$ cat src/hw/bct_pkg.sv
// Purpose: Shared constants for the bus cycle master controller
// Assumes: 200 MHz pclk, APB command registers, byte-wide ROM reads
// Notes:   Register offsets below are word byte addresses on APB
package bct_pkg;
	// APB register byte addresses
	localparam logic [7:0] BCT_CTRL_OFS   = 8'h00;
	localparam logic [7:0] BCT_ADDR_OFS   = 8'h04;
	localparam logic [7:0] BCT_WDATA_OFS  = 8'h08;
	localparam logic [7:0] BCT_RDATA_OFS  = 8'h0C;
	localparam logic [7:0] BCT_STATUS_OFS = 8'h10;
	localparam logic [7:0] BCT_DELAY_OFS  = 8'h14;
	// Control fields
	localparam int BCT_CTRL_START = 0;
	localparam int BCT_CTRL_WRITE = 1;
	localparam int BCT_CTRL_RTYEN = 2;
	// Status fields
	localparam int BCT_ST_BUSY  = 0;
	localparam int BCT_ST_ACK   = 1;
	localparam int BCT_ST_BERR  = 2;
	localparam int BCT_ST_RETRY = 3;
	localparam int BCT_ST_RELBUS = 4;
	localparam int BCT_ST_SIGOK = 5;
	// Configuration ROM layout
	localparam logic [7:0] BCT_ROM_SIG_OFS   = 8'h23;
	localparam logic [7:0] BCT_ROM_SIG_VAL   = 8'h52;
	localparam logic [7:0] BCT_ROM_MAKER_OFS = 8'h27;
	localparam logic [7:0] BCT_ROM_BOARD_OFS = 8'h33;
	localparam logic [7:0] BCT_ROM_REV_OFS   = 8'h43;
	localparam logic [7:0] BCT_ROM_PTR_OFS   = 8'h53;
	localparam logic [7:0] BCT_ROM_PROG_OFS  = 8'h7F;
	localparam logic [7:0] BCT_PROG_FORBID   = 8'hFF;
	localparam logic [7:0] BCT_PROG_UNUSED   = 8'h00;
	// Default retry back-off in cycles
	localparam logic [15:0] BCT_DELAY_RST = 16'h0010;
	typedef enum logic [2:0] {
		BCT_IDLE  = 3'b000,
		BCT_ADDR  = 3'b001,
		BCT_STRB  = 3'b011,
		BCT_WAIT  = 3'b010,
		BCT_END   = 3'b110,
		BCT_REL   = 3'b111,
		BCT_BACK  = 3'b101
	} bct_state_t;
endpackage : bct_pkg

$ cat src/hw/bct_master.sv
// Purpose: Bus master ending cycles on acknowledge, bus error or retry
// Assumes: Strobes and response lines are active low open lines
// Notes:   One cycle per START write; polls on APB status
// How it works
// - without retry support, only acknowledge or bus error ends the cycle
// - retry-capable master ends cycle on retry low without waiting
// - after retry the master releases the bus to pending requests
// - re-request after retry waits a programmable delay if others pend
// - address strobe falls before data strobes; one response ends it
// - data strobes and write data wait for acknowledge and error high
// - on response the master raises all strobes; slave then releases
`timescale 1ns/1ps
`default_nettype none
module bct_master
	import bct_pkg::*;
#(
	parameter int AW = 24
) (
	input  wire logic          pclk,         // clock
	input  wire logic          presetn,      // async reset, low
	input  wire logic          psel,         // APB select
	input  wire logic          penable,      // APB enable
	input  wire logic          pwrite,       // APB direction
	input  wire logic [7:0]    paddr,        // APB address
	input  wire logic [31:0]   pwdata,       // APB write data
	output logic      [31:0]   prdata,       // APB read data
	output logic               pready,       // APB ready
	output logic               pslverr,      // APB error
	output logic      [AW-1:0] bus_addr,     // address lines
	output logic               as_n,         // address strobe
	output logic               ds_n,         // data strobe
	output logic               write_n,      // low for write
	input  wire logic [7:0]    data_in,      // data lines in
	output logic      [7:0]    data_out,     // data lines out
	output logic               data_oe,      // data drive enable
	input  wire logic          dtack_n,      // acknowledge pin
	input  wire logic          berr_n,       // bus error pin
	input  wire logic          retry_n,      // retry pin
	input  wire logic          other_req,    // another request pending
	output logic               bus_busy      // holding bus mastership
);
	bct_state_t state_reg, state_next;
	logic [AW-1:0] addr_reg;
	logic [7:0]    wdata_reg, rdata_reg;
	logic [2:0]    ctrl_reg;
	logic [5:0]    status_reg, status_next;
	logic [15:0]   delay_reg, cnt_reg, cnt_next;
	logic          dtack_s, berr_s, retry_s;
	logic [7:0]    data_s;
	// Data pins cross domains too; same lag as dtack so latch stays aligned
	bct_sync #(.W(8)) u_dsync (
		.pclk    (pclk),
		.presetn (presetn),
		.d       (data_in),
		.rst_val (8'hFF),
		.q       (data_s)
	);
	bct_sync #(.W(3)) u_sync (
		.pclk    (pclk),
		.presetn (presetn),
		.d       ({dtack_n, berr_n, retry_n}),
		.rst_val (3'h7),
		.q       ({dtack_s, berr_s, retry_s})
	);
	wire wr_acc    = psel && penable && pwrite;
	wire start_w   = wr_acc && paddr == BCT_CTRL_OFS && pwdata[BCT_CTRL_START]
		&& state_reg == BCT_IDLE;
	wire resp_idle = dtack_s && berr_s;
	wire retry_hit = ctrl_reg[BCT_CTRL_RTYEN] && !retry_s;
	wire ack_hit   = !dtack_s && berr_s;
	wire berr_hit  = !berr_s;
	wire resp_any  = ack_hit || berr_hit || retry_hit;
	wire is_wr     = ctrl_reg[BCT_CTRL_WRITE];
	wire sig_ok    = rdata_reg == BCT_ROM_SIG_VAL;
	wire map_hit   = paddr == BCT_CTRL_OFS || paddr == BCT_ADDR_OFS
		|| paddr == BCT_WDATA_OFS || paddr == BCT_RDATA_OFS
		|| paddr == BCT_STATUS_OFS || paddr == BCT_DELAY_OFS;
	assign pready  = 1'b1;
	assign pslverr = psel && penable && !map_hit;
	always_comb begin
		case (paddr)
			BCT_CTRL_OFS:   prdata = {29'h0, ctrl_reg};
			BCT_ADDR_OFS:   prdata = 32'(addr_reg);
			BCT_WDATA_OFS:  prdata = {24'h0, wdata_reg};
			BCT_RDATA_OFS:  prdata = {24'h0, rdata_reg};
			BCT_STATUS_OFS: prdata = {26'h0, status_reg};
			BCT_DELAY_OFS:  prdata = {16'h0, delay_reg};
			default:        prdata = 32'h0;
		endcase
	end
	always_comb begin
		state_next  = state_reg;
		status_next = status_reg;
		cnt_next    = cnt_reg;
		case (state_reg)
			BCT_IDLE: begin
				if (start_w) begin
					state_next = BCT_ADDR;
					status_next = 6'h01;
				end
			end
			BCT_ADDR: begin
				if (resp_idle)
					state_next = BCT_STRB;
			end
			BCT_STRB: state_next = BCT_WAIT;
			BCT_WAIT: begin
				if (resp_any) begin
					state_next = BCT_END;
					status_next[BCT_ST_ACK]   = ack_hit;
					status_next[BCT_ST_BERR]  = berr_hit;
					status_next[BCT_ST_RETRY] = retry_hit && !ack_hit && !berr_hit;
				end
			end
			BCT_END: begin
				if (dtack_s && berr_s && retry_s) begin
					if (status_reg[BCT_ST_RETRY]) begin
						state_next = BCT_REL;
						status_next[BCT_ST_RELBUS] = 1'b1;
					end else begin
						state_next = BCT_IDLE;
						status_next[BCT_ST_BUSY] = 1'b0;
						status_next[BCT_ST_SIGOK] = sig_ok;
					end
				end
			end
			BCT_REL: begin
				cnt_next = delay_reg;
				state_next = other_req ? BCT_BACK : BCT_IDLE;
				if (!other_req)
					status_next[BCT_ST_BUSY] = 1'b0;
			end
			BCT_BACK: begin
				cnt_next = cnt_reg - 16'h0001;
				if (cnt_reg == 16'h0000) begin
					state_next = BCT_IDLE;
					status_next[BCT_ST_BUSY] = 1'b0;
				end
			end
			default: state_next = BCT_IDLE;
		endcase
	end
	always_ff @(posedge pclk or negedge presetn) begin
		if (!presetn) begin
			state_reg  <= BCT_IDLE;
			status_reg <= 6'h00;
			cnt_reg    <= 16'h0000;
		end else begin
			state_reg  <= state_next;
			status_reg <= status_next;
			cnt_reg    <= cnt_next;
		end
	end
	// Registers frozen while a cycle runs so bus lines stay stable
	wire cfg_ok = wr_acc && state_reg == BCT_IDLE;
	always_ff @(posedge pclk or negedge presetn) begin
		if (!presetn) begin
			ctrl_reg  <= 3'h0;
			addr_reg  <= '0;
			wdata_reg <= 8'h00;
			delay_reg <= BCT_DELAY_RST;
		end else if (cfg_ok) begin
			if (paddr == BCT_CTRL_OFS)
				ctrl_reg <= {pwdata[BCT_CTRL_RTYEN], pwdata[BCT_CTRL_WRITE], 1'b0};
			if (paddr == BCT_ADDR_OFS)
				addr_reg <= pwdata[AW-1:0];
			if (paddr == BCT_WDATA_OFS)
				wdata_reg <= pwdata[7:0];
			if (paddr == BCT_DELAY_OFS)
				delay_reg <= pwdata[15:0];
		end
	end
	// Latch read byte at the acknowledge, before strobes rise
	always_ff @(posedge pclk or negedge presetn) begin
		if (!presetn)
			rdata_reg <= 8'h00;
		else if (state_reg == BCT_WAIT && resp_any && !is_wr && ack_hit)
			rdata_reg <= data_s;
	end
	wire in_cyc  = state_reg == BCT_ADDR || state_reg == BCT_STRB
		|| state_reg == BCT_WAIT;
	wire ds_on   = state_reg == BCT_STRB || state_reg == BCT_WAIT;
	always_ff @(posedge pclk or negedge presetn) begin
		if (!presetn) begin
			as_n     <= 1'b1;
			ds_n     <= 1'b1;
			write_n  <= 1'b1;
			data_oe  <= 1'b0;
			data_out <= 8'h00;
			bus_addr <= '0;
			bus_busy <= 1'b0;
		end else begin
			as_n     <= !(in_cyc && state_next != BCT_END);
			// Data strobe at least one cycle behind address strobe
			ds_n     <= !(ds_on && state_next != BCT_END);
			write_n  <= !(is_wr && in_cyc);
			data_oe  <= is_wr && in_cyc && state_next != BCT_END
				&& (state_reg != BCT_ADDR || resp_idle);
			data_out <= wdata_reg;
			bus_addr <= addr_reg;
			bus_busy <= state_next != BCT_IDLE && state_next != BCT_BACK
				&& state_next != BCT_REL;
		end
	end
	// Assertions
	strobe_order_a: assert property (@(posedge pclk) disable iff (!presetn)
		!ds_n |-> !as_n) else $error("data strobe low without address strobe");
	ds_gate_a: assert property (@(posedge pclk) disable iff (!presetn)
		$fell(ds_n) |-> $past(dtack_s) && $past(berr_s))
		else $error("data strobe fell with response low");
	wr_gate_a: assert property (@(posedge pclk) disable iff (!presetn)
		$rose(data_oe) |-> $past(resp_idle))
		else $error("write data driven with response low");
	retry_end_a: assert property (@(posedge pclk) disable iff (!presetn)
		state_reg == BCT_WAIT && retry_hit |=> ##1 as_n && ds_n)
		else $error("retry did not end cycle");
	resp_end_a: assert property (@(posedge pclk) disable iff (!presetn)
		state_reg == BCT_WAIT && (ack_hit || berr_hit) |=> ##1 as_n && ds_n)
		else $error("response did not raise strobes");
	no_rtry_a: assert property (@(posedge pclk) disable iff (!presetn)
		state_reg == BCT_WAIT && !ctrl_reg[BCT_CTRL_RTYEN] && !retry_s
		&& dtack_s && berr_s |=> state_reg == BCT_WAIT)
		else $error("retry honoured while disabled");
	rel_bus_a: assert property (@(posedge pclk) disable iff (!presetn)
		state_reg == BCT_REL |=> !bus_busy)
		else $error("bus not released after retry");
	backoff_a: assert property (@(posedge pclk) disable iff (!presetn)
		state_reg == BCT_REL && other_req |=> state_reg == BCT_BACK)
		else $error("no back-off with other requests");
	rd_hold_a: assert property (@(posedge pclk) disable iff (!presetn)
		$changed(rdata_reg) |-> $past(!ds_n) && $past(ack_hit))
		else $error("read byte taken outside strobe");
	cov_ack_c: cover property (@(posedge pclk) state_reg == BCT_WAIT && ack_hit);
	cov_berr_c: cover property (@(posedge pclk) state_reg == BCT_WAIT && berr_hit);
	cov_rtry_c: cover property (@(posedge pclk) state_reg == BCT_BACK);
	cov_sig_c: cover property (@(posedge pclk) status_reg[BCT_ST_SIGOK]);
endmodule : bct_master
`default_nettype wire

$ cat src/hw/bct_sync.sv
// Purpose: Two-flop synchroniser for bus pin inputs
// Assumes: Input is asynchronous to pclk
// Notes:   First stage is read only by the second
`timescale 1ns/1ps
`default_nettype none
module bct_sync #(
	parameter int W = 1
) (
	input  wire logic         pclk,    // clock
	input  wire logic         presetn, // async reset
	input  wire logic [W-1:0] d,       // async in
	input  wire logic [W-1:0] rst_val, // unused; q shows all ones out of reset
	output logic      [W-1:0] q        // synchronised
);
	logic [W-1:0] s1_reg;
	always_ff @(posedge pclk or negedge presetn) begin
		if (!presetn) begin
			s1_reg <= '1;
			q      <= '1;
		end else begin
			s1_reg <= d;
			q      <= s1_reg;
		end
	end
	// rst_val kept for pins idle high; callers pass all ones for both the active-low response lines and the data lines
	logic unused_w;
	assign unused_w = &rst_val;
endmodule : bct_sync
`default_nettype wire

$ cat config.mk
export PLATFORM = sky130hd
export DESIGN_NAME = bct_master
export DESIGN_NICKNAME = d
export VERILOG_FILES = /design/src/hw/bct_pkg.sv /design/src/hw/bct_master.sv /design/src/hw/bct_sync.sv
export SDC_FILE = /design/constraint.sdc
export NUM_CORES = 1
export LEC_CHECK = 0
export BUFFER_PORTS_ARGS = -buffer_cell sky130_fd_sc_hd__buf_2
export CAP_MARGIN = 10
export CORE_ASPECT_RATIO = 1.75
export CORE_MARGIN = 2
export CORE_UTILIZATION = 39
export DETAILED_ROUTE_END_ITERATION = 10
export GPL_ROUTABILITY_DRIVEN = 0
export PLACE_DENSITY = 0.65
export SETUP_SLACK_MARGIN = 0.02
export SLEW_MARGIN = 20
export SYNTH_ARGS = -nofsm -noshare
export SYNTH_HDL_FRONTEND = slang
export SYNTH_SLANG_ARGS = --single-unit
$ cat constraint.sdc
create_clock -name pclk -period 3.35 [get_ports pclk]
set_input_delay 0.335 -clock pclk [delete_from_list [all_inputs] [get_ports pclk]]
set_output_delay 0.335 -clock pclk [all_outputs]
set_load 0.005 [all_outputs]
==> reports/metrics.yaml <==
firstDrtPassIters: 5
ys_ff_latch: 142
multi_input_area_um2: 2120
die_width_um: 96.8
grt_pass1_wl_um: 22600
place_worst_setup_slack_ns: 0.773
status: "complete, no violations"
leakage_uw: 0.00347
port_buffers: 110
critPathCaptureType: "flop"
grt_pass1_vias: 4350
hold_buffers: 4
grt_max_degree: 109
insertion_delay_ns: 0.42
globalRouteOverflowTotal: 0
combPwrFrac_pct: 6.6
clkSinkCount: 142
synth_edf_count: 0
postRouteAntennaNets: 0
clk_pin_slew_worst_paths_ns: 0.07
finalPower_uw: 3980
die_height_um: 166
setup_viol: 0
layout_min_cycle_time_ns: 2.48
grt_usage_pct: 17.9
critPathMaxFanout: 21
p_seq_share_pct: 47.2
syn_area_per_cell_um2: 12.7
layout.cells.non_filler: 782
yosysUniqueCellTypes: 58
initial_utilization_pct: 39.6
worstPathRequired_ns: 3.65
dpl.cell_count: 743
yosysWarnings: 0
routedWlPerCell_um: 18.0
skew_ns: 0.0120
viasPerCell: 5.30
synth_cells: 462
dieArea_um2: 16100
post-dp-hpwl_um: 10200
routed_wl_um: 14100
clockBufferDepth: 2
nNetsFinal: 644
rsz0062_at_grt: "false"
hold_violations: 0
intPower_uw: 2980
area_delta_synth_final_pct: 23.7
fmax_ghz: 0.404
drv_cap: 0
antenna_found_initial: 0
drt_iter0_markers: 259
final-seq-area_um2: 3590
cts_setup_buffers: 0
min_path_type: "in2reg"
startpoint_type: "flop"
ir_drop_uv: 346
num_rows: 59
slew_headroom_pct: 34.8
p_sw_share_pct: 25.0
post-route-period-util_pct: 73.9
worst_pin_slew_ns: 0.979
p_per_area_nw_per_um2: 547
core_um2: 14800
mostFrequentLayoutCells: "dfrtp_1 (116), buf_2 (109), mux2_2 (55), nand2_1 (26), dfstp_2 (26)"
htreeDepth: 4
slew_violations: 0
synth_ff_type: "dfrtp_1"
cp.arrival_ns: 2.77
layout_commonest_cell: "dfrtp_1"
timing_worst_setup_path_type: "reg2reg"
cts_tree: "built"
async_reset_ff_share_pct: 100
worst_slack_ns: 0.874
fill_cells: 1311
cts_resized: 0
netlist_area_um2: 5880
diodes: 0
drive_gt1_share_pct: 41.6
route.vias.total: 4147
cts-root-buf: "clkbuf_16"
route.detailed.drc: 0
fin_setup_tns_ns: 0
boundaryPins: 128
seq_area_frac_synth_pct: 61.0
p_sw_uw: 995
p_clk_share_pct: 46.2
numCtsBuffers: 17
-- layer usage --
metal	wire [um]	up-vias	global-route usage (%)
met5	0	-	0
met3	516	33	4.17
met4	529	0	8.94
li1	-	1909	-
met2	7650	127	31.9
met1	5390	2078	19.8
-- through the flow --
step	utilization, %	hold slack (ns)	area, um^2
2_1_floorplan	-	0.0394	5900
3_3_place_gp	44.6	0.345	6620
3_5_place_dp	44.6	0.347	6620
4_1_cts	48.8	0.000197	7240
5_1_grt	49.0	0.00332	7270
6_report	49.0	0.0148	7270
-- cells in the mapped netlist, types with 3 or more instances --
| library cell | instances | area share [%] |
|---|---|---|
| a21oi_1 | 11 | 0.94 |
| a22o_1 | 8 | 1.2 |
| a22oi_1 | 16 | 2.0 |
| and2_1 | 10 | 1.1 |
| buf_2 | 4 | 0.34 |
| buf_4 | 12 | 1.5 |
| clkbuf_1 | 14 | 0.89 |
| dfrtp_1 | 116 | 49 |
| dfstp_2 | 26 | 12 |
| inv_1 | 8 | 0.51 |
| mux2_2 | 55 | 11 |
| mux2_4 | 8 | 2.0 |
| mux2i_1 | 3 | 0.51 |
| nand2_1 | 26 | 1.7 |
| nand2b_1 | 5 | 0.53 |
| nand3_1 | 11 | 0.94 |
| nand3b_1 | 3 | 0.38 |
| nand4_1 | 5 | 0.53 |
| nor2_1 | 20 | 1.3 |
| nor2b_1 | 3 | 0.32 |
| nor3_1 | 8 | 0.68 |
| nor3b_1 | 4 | 0.51 |
| nor4_1 | 3 | 0.32 |
| o211ai_1 | 6 | 0.77 |
| o21ai_0 | 21 | 1.8 |
| o22ai_1 | 6 | 0.64 |
| o2bb2ai_1 | 3 | 0.45 |
| o32ai_1 | 3 | 0.45 |
| or3_1 | 3 | 0.32 |
| or4_1 | 5 | 0.64 |
-- cell families (layout without fill, tap and decap cells) --
family,count (synthesis),after routing,synth area share [%]
and+or+nand+nor,124,124,11.9
other,2,9,0.128
buffers and inverters,39,169,3.47
AOI/OAI and AO/OA,88,88,10.2
adders and majority gates,1,1,0.213
DFF,142,142,61.0
muxes,66,66,13.1
-- final timing paths --
kind / start / to / slack [ns] / depth (start not counted)
max: state_reg[0] / addr_reg[13] / 0.87 / 5
min: data_in[2] / u_dsync.s1_reg[2] / 0.01 / 1
max reg2reg: state_reg[0] / addr_reg[13] / 0.87 / 5
min reg2reg: u_dsync.s1_reg[6] / u_dsync.q[6] / 0.36 / 0
max in group asynchronous: presetn / bus_addr[23] / 2.37 / 2
min in group asynchronous: presetn / bus_addr[1] / 0.03 / 1
-- worst max-delay path, stage by stage, from the launching register on --
cell       delay, ns
dfrtp_1         0.51
nand4bb_1       0.27
or3b_2          0.53
nor2b_2         0.29
buf_4           0.36
mux2_2          0.38
-- layout make-up --
| cell class | instances | share of cell area (%) |
|---|---|---|
| well taps | 183 | 3.15 |
| inverters | 8 | 0.413 |
| clock buffers | 18 | 5.90 |
| flip-flops and latches | 142 | 49.3 |
| clock inverters | 14 | 2.05 |
| repair buffers | 129 | 10.0 |
| multi-input cells | 288 | 29.1 |
-- power by group through the flow --
stage          Clock [uW]  Combinational (uW)  Sequential, uW
2_1_floorplan           0                 164            1870
3_3_place_gp            0                 248            1900
3_5_place_dp            0                 255            1910
4_1_cts              1880                 261            1870
5_1_grt              1960                 292            1880
6_report             1840                 263            1880
Power figures use the tool's default switching activity.
